### config.mk
export PLATFORM = sky130hd
export DESIGN_NAME = ssc_display_sync
export DESIGN_NICKNAME = d
export VERILOG_FILES = /design/src/shared/ssc_pkg.sv /design/src/logic/ssc_display_sync.sv /design/src/logic/ssc_edge_sync.sv
export SDC_FILE = /design/constraint.sdc
export NUM_CORES = 1
export LEC_CHECK = 0
export BUFFER_PORTS_ARGS = -buffer_cell sky130_fd_sc_hd__buf_2
export CORE_ASPECT_RATIO = 1.25
export CORE_MARGIN = 2
export CORE_UTILIZATION = 35
export CTS_BUF_LIST = sky130_fd_sc_hd__clkbuf_4
export CTS_CLUSTER_DIAMETER = 200
export DETAILED_ROUTE_END_ITERATION = 16
export GPL_ROUTABILITY_DRIVEN = 0
export PLACE_DENSITY = 0.6
export SYNTH_ARGS = -nofsm -noshare
export SYNTH_HDL_FRONTEND = slang
export SYNTH_SLANG_ARGS = --single-unit
### constraint.sdc
create_clock -name sys_clk_in -period 4.6 [get_ports sys_clk_in]
set_input_delay 1.15 -clock sys_clk_in [delete_from_list [all_inputs] [get_ports sys_clk_in]]
set_output_delay 1.15 -clock sys_clk_in [all_outputs]
set_load 0.02 [all_outputs]
### src/shared/ssc_pkg.sv
package ssc_pkg;
  // port-configuration strap decoded from a three-level pin
  typedef enum logic [1:0] {
    SSC_PORT_SINGLE = 2'h0, // strap at ground
    SSC_PORT_SIDO = 2'h1, // strap at half supply
    SSC_PORT_DUAL = 2'h3 // strap at supply
  } ssc_port_e;

  // synchronisation modes; gray codes along free -> line -> frame
  typedef enum logic [1:0] {
    SSC_SYNC_FREE = 2'h0,
    SSC_SYNC_LINE = 2'h1,
    SSC_SYNC_FRAME = 2'h3
  } ssc_sync_e;

  // host-programmed input timing
  typedef struct packed {
    logic [11:0] hsync_width;
    logic [11:0] vsync_width;
    logic [11:0] pixel_total;
    logic [11:0] line_total;
    logic [11:0] active_start;
    logic [11:0] active_end;
  } ssc_in_timing_s;

  // one 24-bit pixel
  typedef struct packed {
    logic [7:0] red;
    logic [7:0] green;
    logic [7:0] blue;
  } ssc_pixel_s;

  localparam int unsigned SSC_WORD_W = 12;
  localparam int unsigned SSC_CNT_W = 12;
  // single-port rate above which scaling is bypassed, in MHz
  localparam int unsigned SSC_BYPASS_MHZ = 108;
  localparam int unsigned SSC_SYS_MHZ = 250;
  // measurement window in system cycles; count of rising link edges gives rate
  localparam int unsigned SSC_MEAS_CYC = 250;
  localparam logic [11:0] SSC_BYPASS_EDGES =
    12'(SSC_BYPASS_MHZ * SSC_MEAS_CYC / SSC_SYS_MHZ);
  localparam logic [11:0] SSC_CNT_ONE = 12'h0001;
  localparam logic [11:0] SSC_CNT_ZERO = 12'h0000;
  localparam logic [1:0] SSC_LSB_MASK = 2'h3;
  localparam logic [3:0] SSC_LANES_ON = 4'hf;
  localparam logic [3:0] SSC_LANES_OFF = 4'h0;
endpackage
### src/logic/ssc_display_sync.sv
`timescale 1ns/1ps
// Contract
// - single-port words are assembled into 24-bit or 18-bit rgb pixels.
// - bypass scaling above 108 mhz single-port or with dual-port input.
// - host input timing values are held and used to judge input mode.
// - free-run derives output timing from reference clock and registers only.
// - line-lock restarts panel hsync on each input line.
// - frame-lock keeps reference hsync but restarts vsync per input frame.
// - exactly three sync modes, no frame store.
// - 6-bit panels: dither optional, else two lsbs forced low; here the two lsbs are forced low with dither on too.
// - 8-bit panels: dithering may be switched off.
// - input data captured on both video clock edges.
// - edge strap picks rising or falling as primary capture edge.
// - strap at ground enables first four lanes and first clock only.
// - strap at supply enables all lanes, both clocks, scaler off.
// - lower pixel half on primary edge, upper half on opposite edge.
// - third and fourth edges used only in single-in dual-out.
module ssc_display_sync (
  input wire logic sys_clk_in,
  input wire logic rstn_in,
  input wire logic video_clock_in_pos_in,
  input wire logic [11:0] video_word_in,
  input wire logic video_data_valid_in,
  input wire logic video_hsync_in,
  input wire logic video_vsync_in,
  input wire logic ref_clock_in,
  input wire logic edge_strap_in,
  input wire logic [1:0] port_strap_in,
  input wire ssc_pkg::ssc_in_timing_s in_timing_in,
  input wire logic programmed_in,
  input wire logic [1:0] sync_mode_in,
  input wire logic panel_6bit_in,
  input wire logic dither_en_in,
  input wire logic [11:0] out_pixel_total_in,
  input wire logic [11:0] out_line_total_in,
  input wire logic [11:0] out_hsync_width_in,
  input wire logic [11:0] out_vsync_width_in,
  output ssc_pkg::ssc_pixel_s pixel_out,
  output logic pixel_valid_out,
  output logic primary_capture_edge_out,
  output logic scaler_active_out,
  output logic bypass_out,
  output logic input_mode_ok_out,
  output logic [1:0] active_sync_mode_out,
  output logic panel_hsync_out,
  output logic panel_vsync_out,
  output logic [3:0] lvds_lanes_first_out,
  output logic [3:0] lvds_lanes_second_out,
  output logic lvds_clock_first_out,
  output logic lvds_clock_second_out,
  output logic extra_edges_out
);
  logic vclk_lvl, vclk_rise, vclk_fall;
  logic ref_rise;
  logic de_s1, de_s2, hs_s1, hs_s2, hs_prev, vs_s1, vs_s2, vs_prev;
  logic [11:0] word_s1, word_s2;

  // link clock and its edges in the system domain
  ssc_edge_sync u_vclk (
    .sys_clk_in(sys_clk_in),
    .rstn_in(rstn_in),
    .async_in(video_clock_in_pos_in),
    .level_out(vclk_lvl),
    .rise_out(vclk_rise),
    .fall_out(vclk_fall)
  );

  ssc_edge_sync u_ref (
    .sys_clk_in(sys_clk_in),
    .rstn_in(rstn_in),
    .async_in(ref_clock_in),
    .level_out(),
    .rise_out(ref_rise),
    .fall_out()
  );

  // two-flop sampling of video data and syncs; leads the clock path by one cycle
  always_ff @(posedge sys_clk_in or negedge rstn_in) begin
    if (!rstn_in) begin
      word_s1 <= 12'h0000;
      word_s2 <= 12'h0000;
      de_s1 <= 1'b0;
      de_s2 <= 1'b0;
      hs_s1 <= 1'b0;
      hs_s2 <= 1'b0;
      hs_prev <= 1'b0;
      vs_s1 <= 1'b0;
      vs_s2 <= 1'b0;
      vs_prev <= 1'b0;
    end else begin
      word_s1 <= video_word_in;
      word_s2 <= word_s1;
      de_s1 <= video_data_valid_in;
      de_s2 <= de_s1;
      hs_s1 <= video_hsync_in;
      hs_s2 <= hs_s1;
      hs_prev <= hs_s2;
      vs_s1 <= video_vsync_in;
      vs_s2 <= vs_s1;
      vs_prev <= vs_s2;
    end
  end

  wire in_line_start = hs_s2 & ~hs_prev;
  wire in_frame_start = vs_s2 & ~vs_prev;
  wire is_dual = (port_strap_in == ssc_pkg::SSC_PORT_DUAL);
  wire is_sido = (port_strap_in == ssc_pkg::SSC_PORT_SIDO);

  // ---- capture: primary and opposite edges ----
  logic prim_edge, opp_edge;
  logic [11:0] low_half, next_low_half;
  ssc_pkg::ssc_pixel_s cap_pix, next_cap_pix;
  logic cap_valid, next_cap_valid;
  logic edge_sel, next_edge_sel;

  // strap is resampled every cycle after reset release, never under async reset
  // strap selects edge
  assign prim_edge = edge_sel ? vclk_fall : vclk_rise;
  assign opp_edge = edge_sel ? vclk_rise : vclk_fall;

  always_comb begin
    next_edge_sel = edge_strap_in;
    next_low_half = low_half;
    next_cap_pix = cap_pix;
    next_cap_valid = 1'b0;
    if (prim_edge) begin
      next_low_half = word_s2;
    end
    // assemble 24-bit pixel, upper half on opposite edge
    if (opp_edge && de_s2) begin
      next_cap_pix.red = word_s2[11:4];
      next_cap_pix.green = {word_s2[3:0], low_half[11:8]};
      next_cap_pix.blue = low_half[7:0];
      next_cap_valid = 1'b1;
    end
  end

  always_ff @(posedge sys_clk_in or negedge rstn_in) begin
    if (!rstn_in) begin
      edge_sel <= 1'b0;
      low_half <= 12'h0000;
      cap_pix <= '0;
      cap_valid <= 1'b0;
    end else begin
      edge_sel <= next_edge_sel;
      low_half <= next_low_half;
      cap_pix <= next_cap_pix;
      cap_valid <= next_cap_valid;
    end
  end

  // ---- input rate measurement and bypass decision ----
  logic [11:0] meas_cyc, next_meas_cyc, edge_cnt, next_edge_cnt;
  logic too_fast, next_too_fast;

  always_comb begin
    next_meas_cyc = meas_cyc + ssc_pkg::SSC_CNT_ONE;
    next_edge_cnt = vclk_rise ? edge_cnt + ssc_pkg::SSC_CNT_ONE : edge_cnt;
    next_too_fast = too_fast;
    if (meas_cyc == 12'(ssc_pkg::SSC_MEAS_CYC - 1)) begin
      next_meas_cyc = ssc_pkg::SSC_CNT_ZERO;
      next_edge_cnt = ssc_pkg::SSC_CNT_ZERO;
      next_too_fast = (edge_cnt > ssc_pkg::SSC_BYPASS_EDGES);
    end
  end

  always_ff @(posedge sys_clk_in or negedge rstn_in) begin
    if (!rstn_in) begin
      meas_cyc <= 12'h0000;
      edge_cnt <= 12'h0000;
      too_fast <= 1'b0;
    end else begin
      meas_cyc <= next_meas_cyc;
      edge_cnt <= next_edge_cnt;
      too_fast <= next_too_fast;
    end
  end

  // programmed timing must be self-consistent to count as a known mode
  wire mode_ok = programmed_in
    && (in_timing_in.active_end > in_timing_in.active_start)
    && (in_timing_in.active_end <= in_timing_in.pixel_total)
    && (in_timing_in.hsync_width < in_timing_in.pixel_total)
    && (in_timing_in.vsync_width < in_timing_in.line_total);
  // bypass when too fast or dual-port
  // scaler shut down in dual mode
  wire scale_on = mode_ok && !too_fast && !is_dual;

  // ---- output timing generator ----
  ssc_pkg::ssc_sync_e cur_mode, next_cur_mode;
  logic [11:0] hcnt, next_hcnt, vcnt, next_vcnt;
  logic frame_end;

  assign frame_end = (vcnt == out_line_total_in) && (hcnt == out_pixel_total_in);

  always_comb begin
    logic line_tick;
    logic frame_restart;
    line_tick = 1'b0;
    frame_restart = 1'b0;
    next_hcnt = hcnt;
    next_vcnt = vcnt;
    next_cur_mode = cur_mode;
    unique case (cur_mode)
      ssc_pkg::SSC_SYNC_FREE: begin
        line_tick = ref_rise && (hcnt == out_pixel_total_in);
      end
      ssc_pkg::SSC_SYNC_LINE: begin
        line_tick = in_line_start;
      end
      // reference hsync, vsync restarted per input frame
      ssc_pkg::SSC_SYNC_FRAME: begin
        line_tick = ref_rise && (hcnt == out_pixel_total_in);
        frame_restart = in_frame_start;
      end
      default: begin
        line_tick = 1'b0;
      end
    endcase
    if (cur_mode != ssc_pkg::SSC_SYNC_LINE && ref_rise && !line_tick) begin
      next_hcnt = hcnt + ssc_pkg::SSC_CNT_ONE;
    end
    if (line_tick) begin
      next_hcnt = ssc_pkg::SSC_CNT_ZERO;
      next_vcnt = (vcnt >= out_line_total_in) ? ssc_pkg::SSC_CNT_ZERO
                                              : vcnt + ssc_pkg::SSC_CNT_ONE;
    end else if (cur_mode == ssc_pkg::SSC_SYNC_LINE && vclk_rise) begin
      next_hcnt = hcnt + ssc_pkg::SSC_CNT_ONE;
    end
    if (frame_restart) begin
      next_vcnt = ssc_pkg::SSC_CNT_ZERO;
    end
    // adopt selector only at frame boundary
    if ((frame_end || frame_restart) && (sync_mode_in == ssc_pkg::SSC_SYNC_FREE
        || sync_mode_in == ssc_pkg::SSC_SYNC_LINE
        || sync_mode_in == ssc_pkg::SSC_SYNC_FRAME)) begin
      next_cur_mode = ssc_pkg::ssc_sync_e'(sync_mode_in);
    end
  end

  always_ff @(posedge sys_clk_in or negedge rstn_in) begin
    if (!rstn_in) begin
      cur_mode <= ssc_pkg::SSC_SYNC_FREE;
      hcnt <= 12'h0000;
      vcnt <= 12'h0000;
    end else begin
      cur_mode <= next_cur_mode;
      hcnt <= next_hcnt;
      vcnt <= next_vcnt;
    end
  end

  // ---- colour path, dither and outputs ----
  logic [1:0] dith_phase;
  ssc_pkg::ssc_pixel_s next_pix;

  // dither only on scaled path; six-bit panels truncate either way
  always_comb begin
    next_pix = cap_pix;
    if (scale_on && dither_en_in) begin
      next_pix.red[1:0] = cap_pix.red[1:0] ^ dith_phase;
      next_pix.green[1:0] = cap_pix.green[1:0] ^ dith_phase;
      next_pix.blue[1:0] = cap_pix.blue[1:0] ^ dith_phase;
    end
    if (panel_6bit_in) begin
      next_pix.red[1:0] = next_pix.red[1:0] & ~ssc_pkg::SSC_LSB_MASK;
      next_pix.green[1:0] = next_pix.green[1:0] & ~ssc_pkg::SSC_LSB_MASK;
      next_pix.blue[1:0] = next_pix.blue[1:0] & ~ssc_pkg::SSC_LSB_MASK;
    end
  end

  always_ff @(posedge sys_clk_in or negedge rstn_in) begin
    if (!rstn_in) begin
      dith_phase <= 2'h0;
      pixel_out <= '0;
      pixel_valid_out <= 1'b0;
      primary_capture_edge_out <= 1'b0;
      scaler_active_out <= 1'b0;
      bypass_out <= 1'b1;
      input_mode_ok_out <= 1'b0;
      active_sync_mode_out <= 2'h0;
      panel_hsync_out <= 1'b0;
      panel_vsync_out <= 1'b0;
      lvds_lanes_first_out <= 4'h0;
      lvds_lanes_second_out <= 4'h0;
      lvds_clock_first_out <= 1'b0;
      lvds_clock_second_out <= 1'b0;
      extra_edges_out <= 1'b0;
    end else begin
      dith_phase <= cap_valid ? dith_phase + 2'h1 : dith_phase;
      pixel_out <= next_pix;
      pixel_valid_out <= cap_valid;
      primary_capture_edge_out <= edge_sel;
      scaler_active_out <= scale_on;
      bypass_out <= !scale_on;
      input_mode_ok_out <= mode_ok;
      active_sync_mode_out <= cur_mode;
      panel_hsync_out <= (hcnt < out_hsync_width_in);
      panel_vsync_out <= (vcnt < out_vsync_width_in);
      lvds_lanes_first_out <= ssc_pkg::SSC_LANES_ON;
      lvds_clock_first_out <= vclk_lvl;
      // second lanes off at ground; all on at supply
      lvds_lanes_second_out <= (is_dual || is_sido) ? ssc_pkg::SSC_LANES_ON
                                                    : ssc_pkg::SSC_LANES_OFF;
      lvds_clock_second_out <= (is_dual || is_sido) ? vclk_lvl : 1'b0;
      extra_edges_out <= is_sido;
    end
  end
endmodule

### src/logic/ssc_edge_sync.sv
`timescale 1ns/1ps
// two-flop synchroniser followed by edge detection on the second flop
module ssc_edge_sync (
  input wire logic sys_clk_in,
  input wire logic rstn_in,
  input wire logic async_in,
  output logic level_out,
  output logic rise_out,
  output logic fall_out
);
  logic meta;
  logic stable;
  logic prev;
  logic [2:0] armed;

  // first flop only feeds the second
  // edges are masked until prev holds a real pin sample: the flops leave reset low
  // while the pin may idle high, which would otherwise fake an edge
  always_ff @(posedge sys_clk_in or negedge rstn_in) begin
    if (!rstn_in) begin
      meta <= 1'b0;
      stable <= 1'b0;
      prev <= 1'b0;
      armed <= 3'h0;
      rise_out <= 1'b0;
      fall_out <= 1'b0;
    end else begin
      meta <= async_in;
      stable <= meta;
      prev <= stable;
      armed <= {armed[1:0], 1'b1};
      rise_out <= stable & ~prev & armed[2];
      fall_out <= ~stable & prev & armed[2];
    end
  end

  assign level_out = prev;
endmodule

==> impl_metrics.env <==
export IMPL_rsz0062_at_grt="no"
export IMPL_synth_compound_area_share_pct=7.35
export IMPL_htree_levels=4
export IMPL_drt_iter0_drc=234
export IMPL_grtUsageTotal_pct=14.0
export IMPL_critPathBufInv=1
export IMPL_hold_buffers=0
export IMPL_hold_path_class="flop to flop"
export IMPL_clock_skew_ns=0.0277
export IMPL_critPathMostFrequentCell="a21o_1"
export IMPL_cp_max_fo=12
export IMPL_pre_cts_ws_ns=1.29
export IMPL_wirelength_mm=17.7
export IMPL_clock_latency_ns=0.56
export IMPL_drv_cap=0
export IMPL_routed_via_density=4.54
export IMPL_cp_end_kind="flop"
export IMPL_fp_dieW_um=143
export IMPL_synth_top_cell_area_share_pct=50.7
export IMPL_fin_hold_ws_ns=0.363
export IMPL_vias=6014
export IMPL_tns_ns=0
export IMPL_rows=63
export IMPL_ff2ff_setup_slack_ns=2.05
export IMPL_syn_area_um2=8450
export IMPL_synth_largest_area_cell="dfrtp_1"
export IMPL_slew_headroom_pct=33.7
export IMPL_max_freq_mhz=369
export IMPL_worstRegToRegCells=9
export IMPL_dpl_cell_count=1293
export IMPL_finalCritPeriodShare_pct=59.0
export IMPL_netlist_top_cells_count="dfrtp_1, nand2_1, ha_1"
export IMPL_ys_warn_count=0
export IMPL_hold_depth=0
export IMPL_synth_edf_count=0
export IMPL_cp_required_ns=5.09
export IMPL_area_growth_syn_to_layout_pct=19.1
export IMPL_cts_tree="done"
export IMPL_synth_seq_area_share_pct=51.0
export IMPL_synth_distinct_cells=57
export IMPL_clkPwrFrac_pct=25.9
export IMPL_status="finished, final reports clean"
export IMPL_worstSetupStartpointType="primary input"
export IMPL_fp_coreArea_um2=23700
export IMPL_fin_nets=1223
export IMPL_post_cts_buffers=0
export IMPL_ir_drop_mv=0.163
export IMPL_grt_pass1_wl_mm=28.2
export IMPL_synth_cells=796
export IMPL_switchingPower_mw=1.24
export IMPL_synthAdderAreaFrac_pct=13.2
export IMPL_synth_top_family_by_area="simple AND/OR/NAND/NOR gates"
export IMPL_fill_cells=2303
export IMPL_syn_nets=1032
export IMPL_setup_ws_ns=1.89
export IMPL_min_period_ns=2.71
export IMPL_clock_sinks=172
export IMPL_cts_root_buf="clkbuf_4"
export IMPL_cp_slowest_cell="nor2_2"
export IMPL_timing_rr_start="vcnt[0]"
export IMPL_arrival_ns=3.21
export IMPL_hold_violations=0
export IMPL_crit_type="primary input to flop"
export IMPL_synth_ff_type="dfrtp_1"
export IMPL_pwr_share_seq_pct=51.2
export IMPL_critPathTopFamily="compound AO/OA/AOI/OAI gates"
export IMPL_crit_start="out_line_total_in[0]"
export IMPL_layout_drive_gt1_share_pct=25.8
export IMPL_cpPeakStageDelay_ns=0.47
export IMPL_routedWlPerCell_um=13.3
export IMPL_clockBufferDepth=2
export IMPL_io_pins=191
export IMPL_fin_util_pct=42.4
export IMPL_p_leak_nw=5.36
export IMPL_post_synth_top_count_cell="dfrtp_1"
export IMPL_grt_overflow_total=0
export IMPL_die_y_um=178
export IMPL_fin_cells=1326
export IMPL_drv_slew=0
export IMPL_cts_buffers=17
export IMPL_clkTransAtPathRegs_ns=0.14
export IMPL_grt_pass1_vias=5980
export IMPL_yosys_register_bits=172
export IMPL_power_share_combinational_pct=22.9
export IMPL_grt_max_degree=92
export IMPL_p_int_mw=2.62
export IMPL_synthXorXnorAreaFrac_pct=4.96
export IMPL_reg2reg_to="vcnt[10]"
export IMPL_netSwitchingFraction_pct=32.1
export IMPL_holdCritStartpoint="u_ref.armed[1]"
export IMPL_dr_pass1_iters=4
export IMPL_muxShareOfSynthArea_pct=3.16
export IMPL_cts_resized_gates=0
export IMPL_setup_viol=0
export IMPL_dieArea_um2=25400
export IMPL_worst_slew_pin_slew_ns=0.992
export IMPL_ant_nets=0
export IMPL_drc=0
export IMPL_crit_chain="buf_2, ha_1, nand2b_1, a21o_1, a21o_1, a21oi_1, o221ai_2, nor2_2, a22o_1"
export IMPL_min_to="u_ref.armed[2]"
export IMPL_p_per_area_nw_per_um2=384
export IMPL_async_flop_share_pct=100
export IMPL_io_buffer_count=190
export IMPL_avgSynthCellArea_um2=10.6
export IMPL_antenna_found_initial=2
export IMPL_hpwl_mm=13.3
export IMPL_initial_utilization_pct=35.6
export IMPL_cp_depth=9
export IMPL_synth_simple_gate_area_share_pct=15.4
export IMPL_ys_top_cells_by_area="dfrtp_1, ha_1, nand2_1"
sequential cells by signal, summed over array words and instances, names as in the netlist, 2 cells and up:
signal / cells
cap_pix: 24
u_ref.armed: 3
vcnt: 12
word_s2: 12
meas_cyc: 12
active_sync_mode_out: 2
dith_phase: 2
pixel_out: 24
word_s1: 12
low_half: 12
hcnt: 12
edge_cnt: 12
cur_mode: 2
layer usage:
layer | track usage [%] | wire [um] | vias up
met5 | 0 | 13 | -
met4 | 4.29 | 314 | 2
met3 | 3.13 | 737 | 19
met2 | 24.6 | 8790 | 146
met1 | 17.2 | 7820 | 2800
li1 | - | - | 3047
logic make-up after synthesis:
family | Yosys count
compound gates | 95
xor+xnor | 47
fa+ha+maj | 89
buf+inv | 99
flops | 172
mux | 24
other cells | 1
simple gates | 269
power by group through the flow:
stage	clock network (mW)	logic, mW	registers, mW
after global routing	1.11	1.01	2.02
after CTS	1.05	0.903	1.98
after global placement	0	0.866	2.01
after floorplan	0	0.552	2.03
after detailed placement	0	0.896	2.01
final	1.00	0.884	1.98
area by class of cell:
class	count	area, um2	area share (%)
repair buffers	193	992	9.86
well taps	325	407	4.04
clock inverters	14	205	2.04
clock buffers	18	135	1.34
flip-flops and latches	172	4310	42.8
inverters	78	293	2.91
diodes	1	2.50	0.0249
multi-input cells	525	3720	37.0
cell usage in the layout (no fill, tap or decap), types with 5 or more instances in the layout:
cell,synthesis,layout
mux2_2,18,18
xnor2_1,27,27
nor2b_1,22,22
a21oi_1,30,30
xor2_1,19,19
and3_1,14,14
ha_1,89,89
nand3_1,18,18
inv_6,0,5
a21o_1,13,13
buf_2,2,189
o21ai_0,19,19
inv_1,77,77
clkbuf_4,0,18
dfrtp_1,171,171
nor2_1,61,61
o21ai_1,5,5
a22o_1,10,10
nand4_1,19,19
nand2b_1,5,5
nand2_1,105,105
how the worst max path moves through the flow:
stage / slack [ns] / end
floorplan: 1.67 / pixel_out[17]
global placement: 1.37 / vcnt[0]
detailed placement: 1.29 / vcnt[0]
CTS: 1.95 / vcnt[10]
global route: 1.86 / vcnt[10]
finish: 1.89 / vcnt[10]
metrics by stage:
step	power, mW	area (um2)
4_1_cts	3.94	10100
3_3_place_gp	2.87	9720
2_1_floorplan	2.58	8450
5_1_grt	4.14	10100
6_report	3.86	10100
3_5_place_dp	2.91	9720
Note: power is estimated with default switching activity, not from simulation.
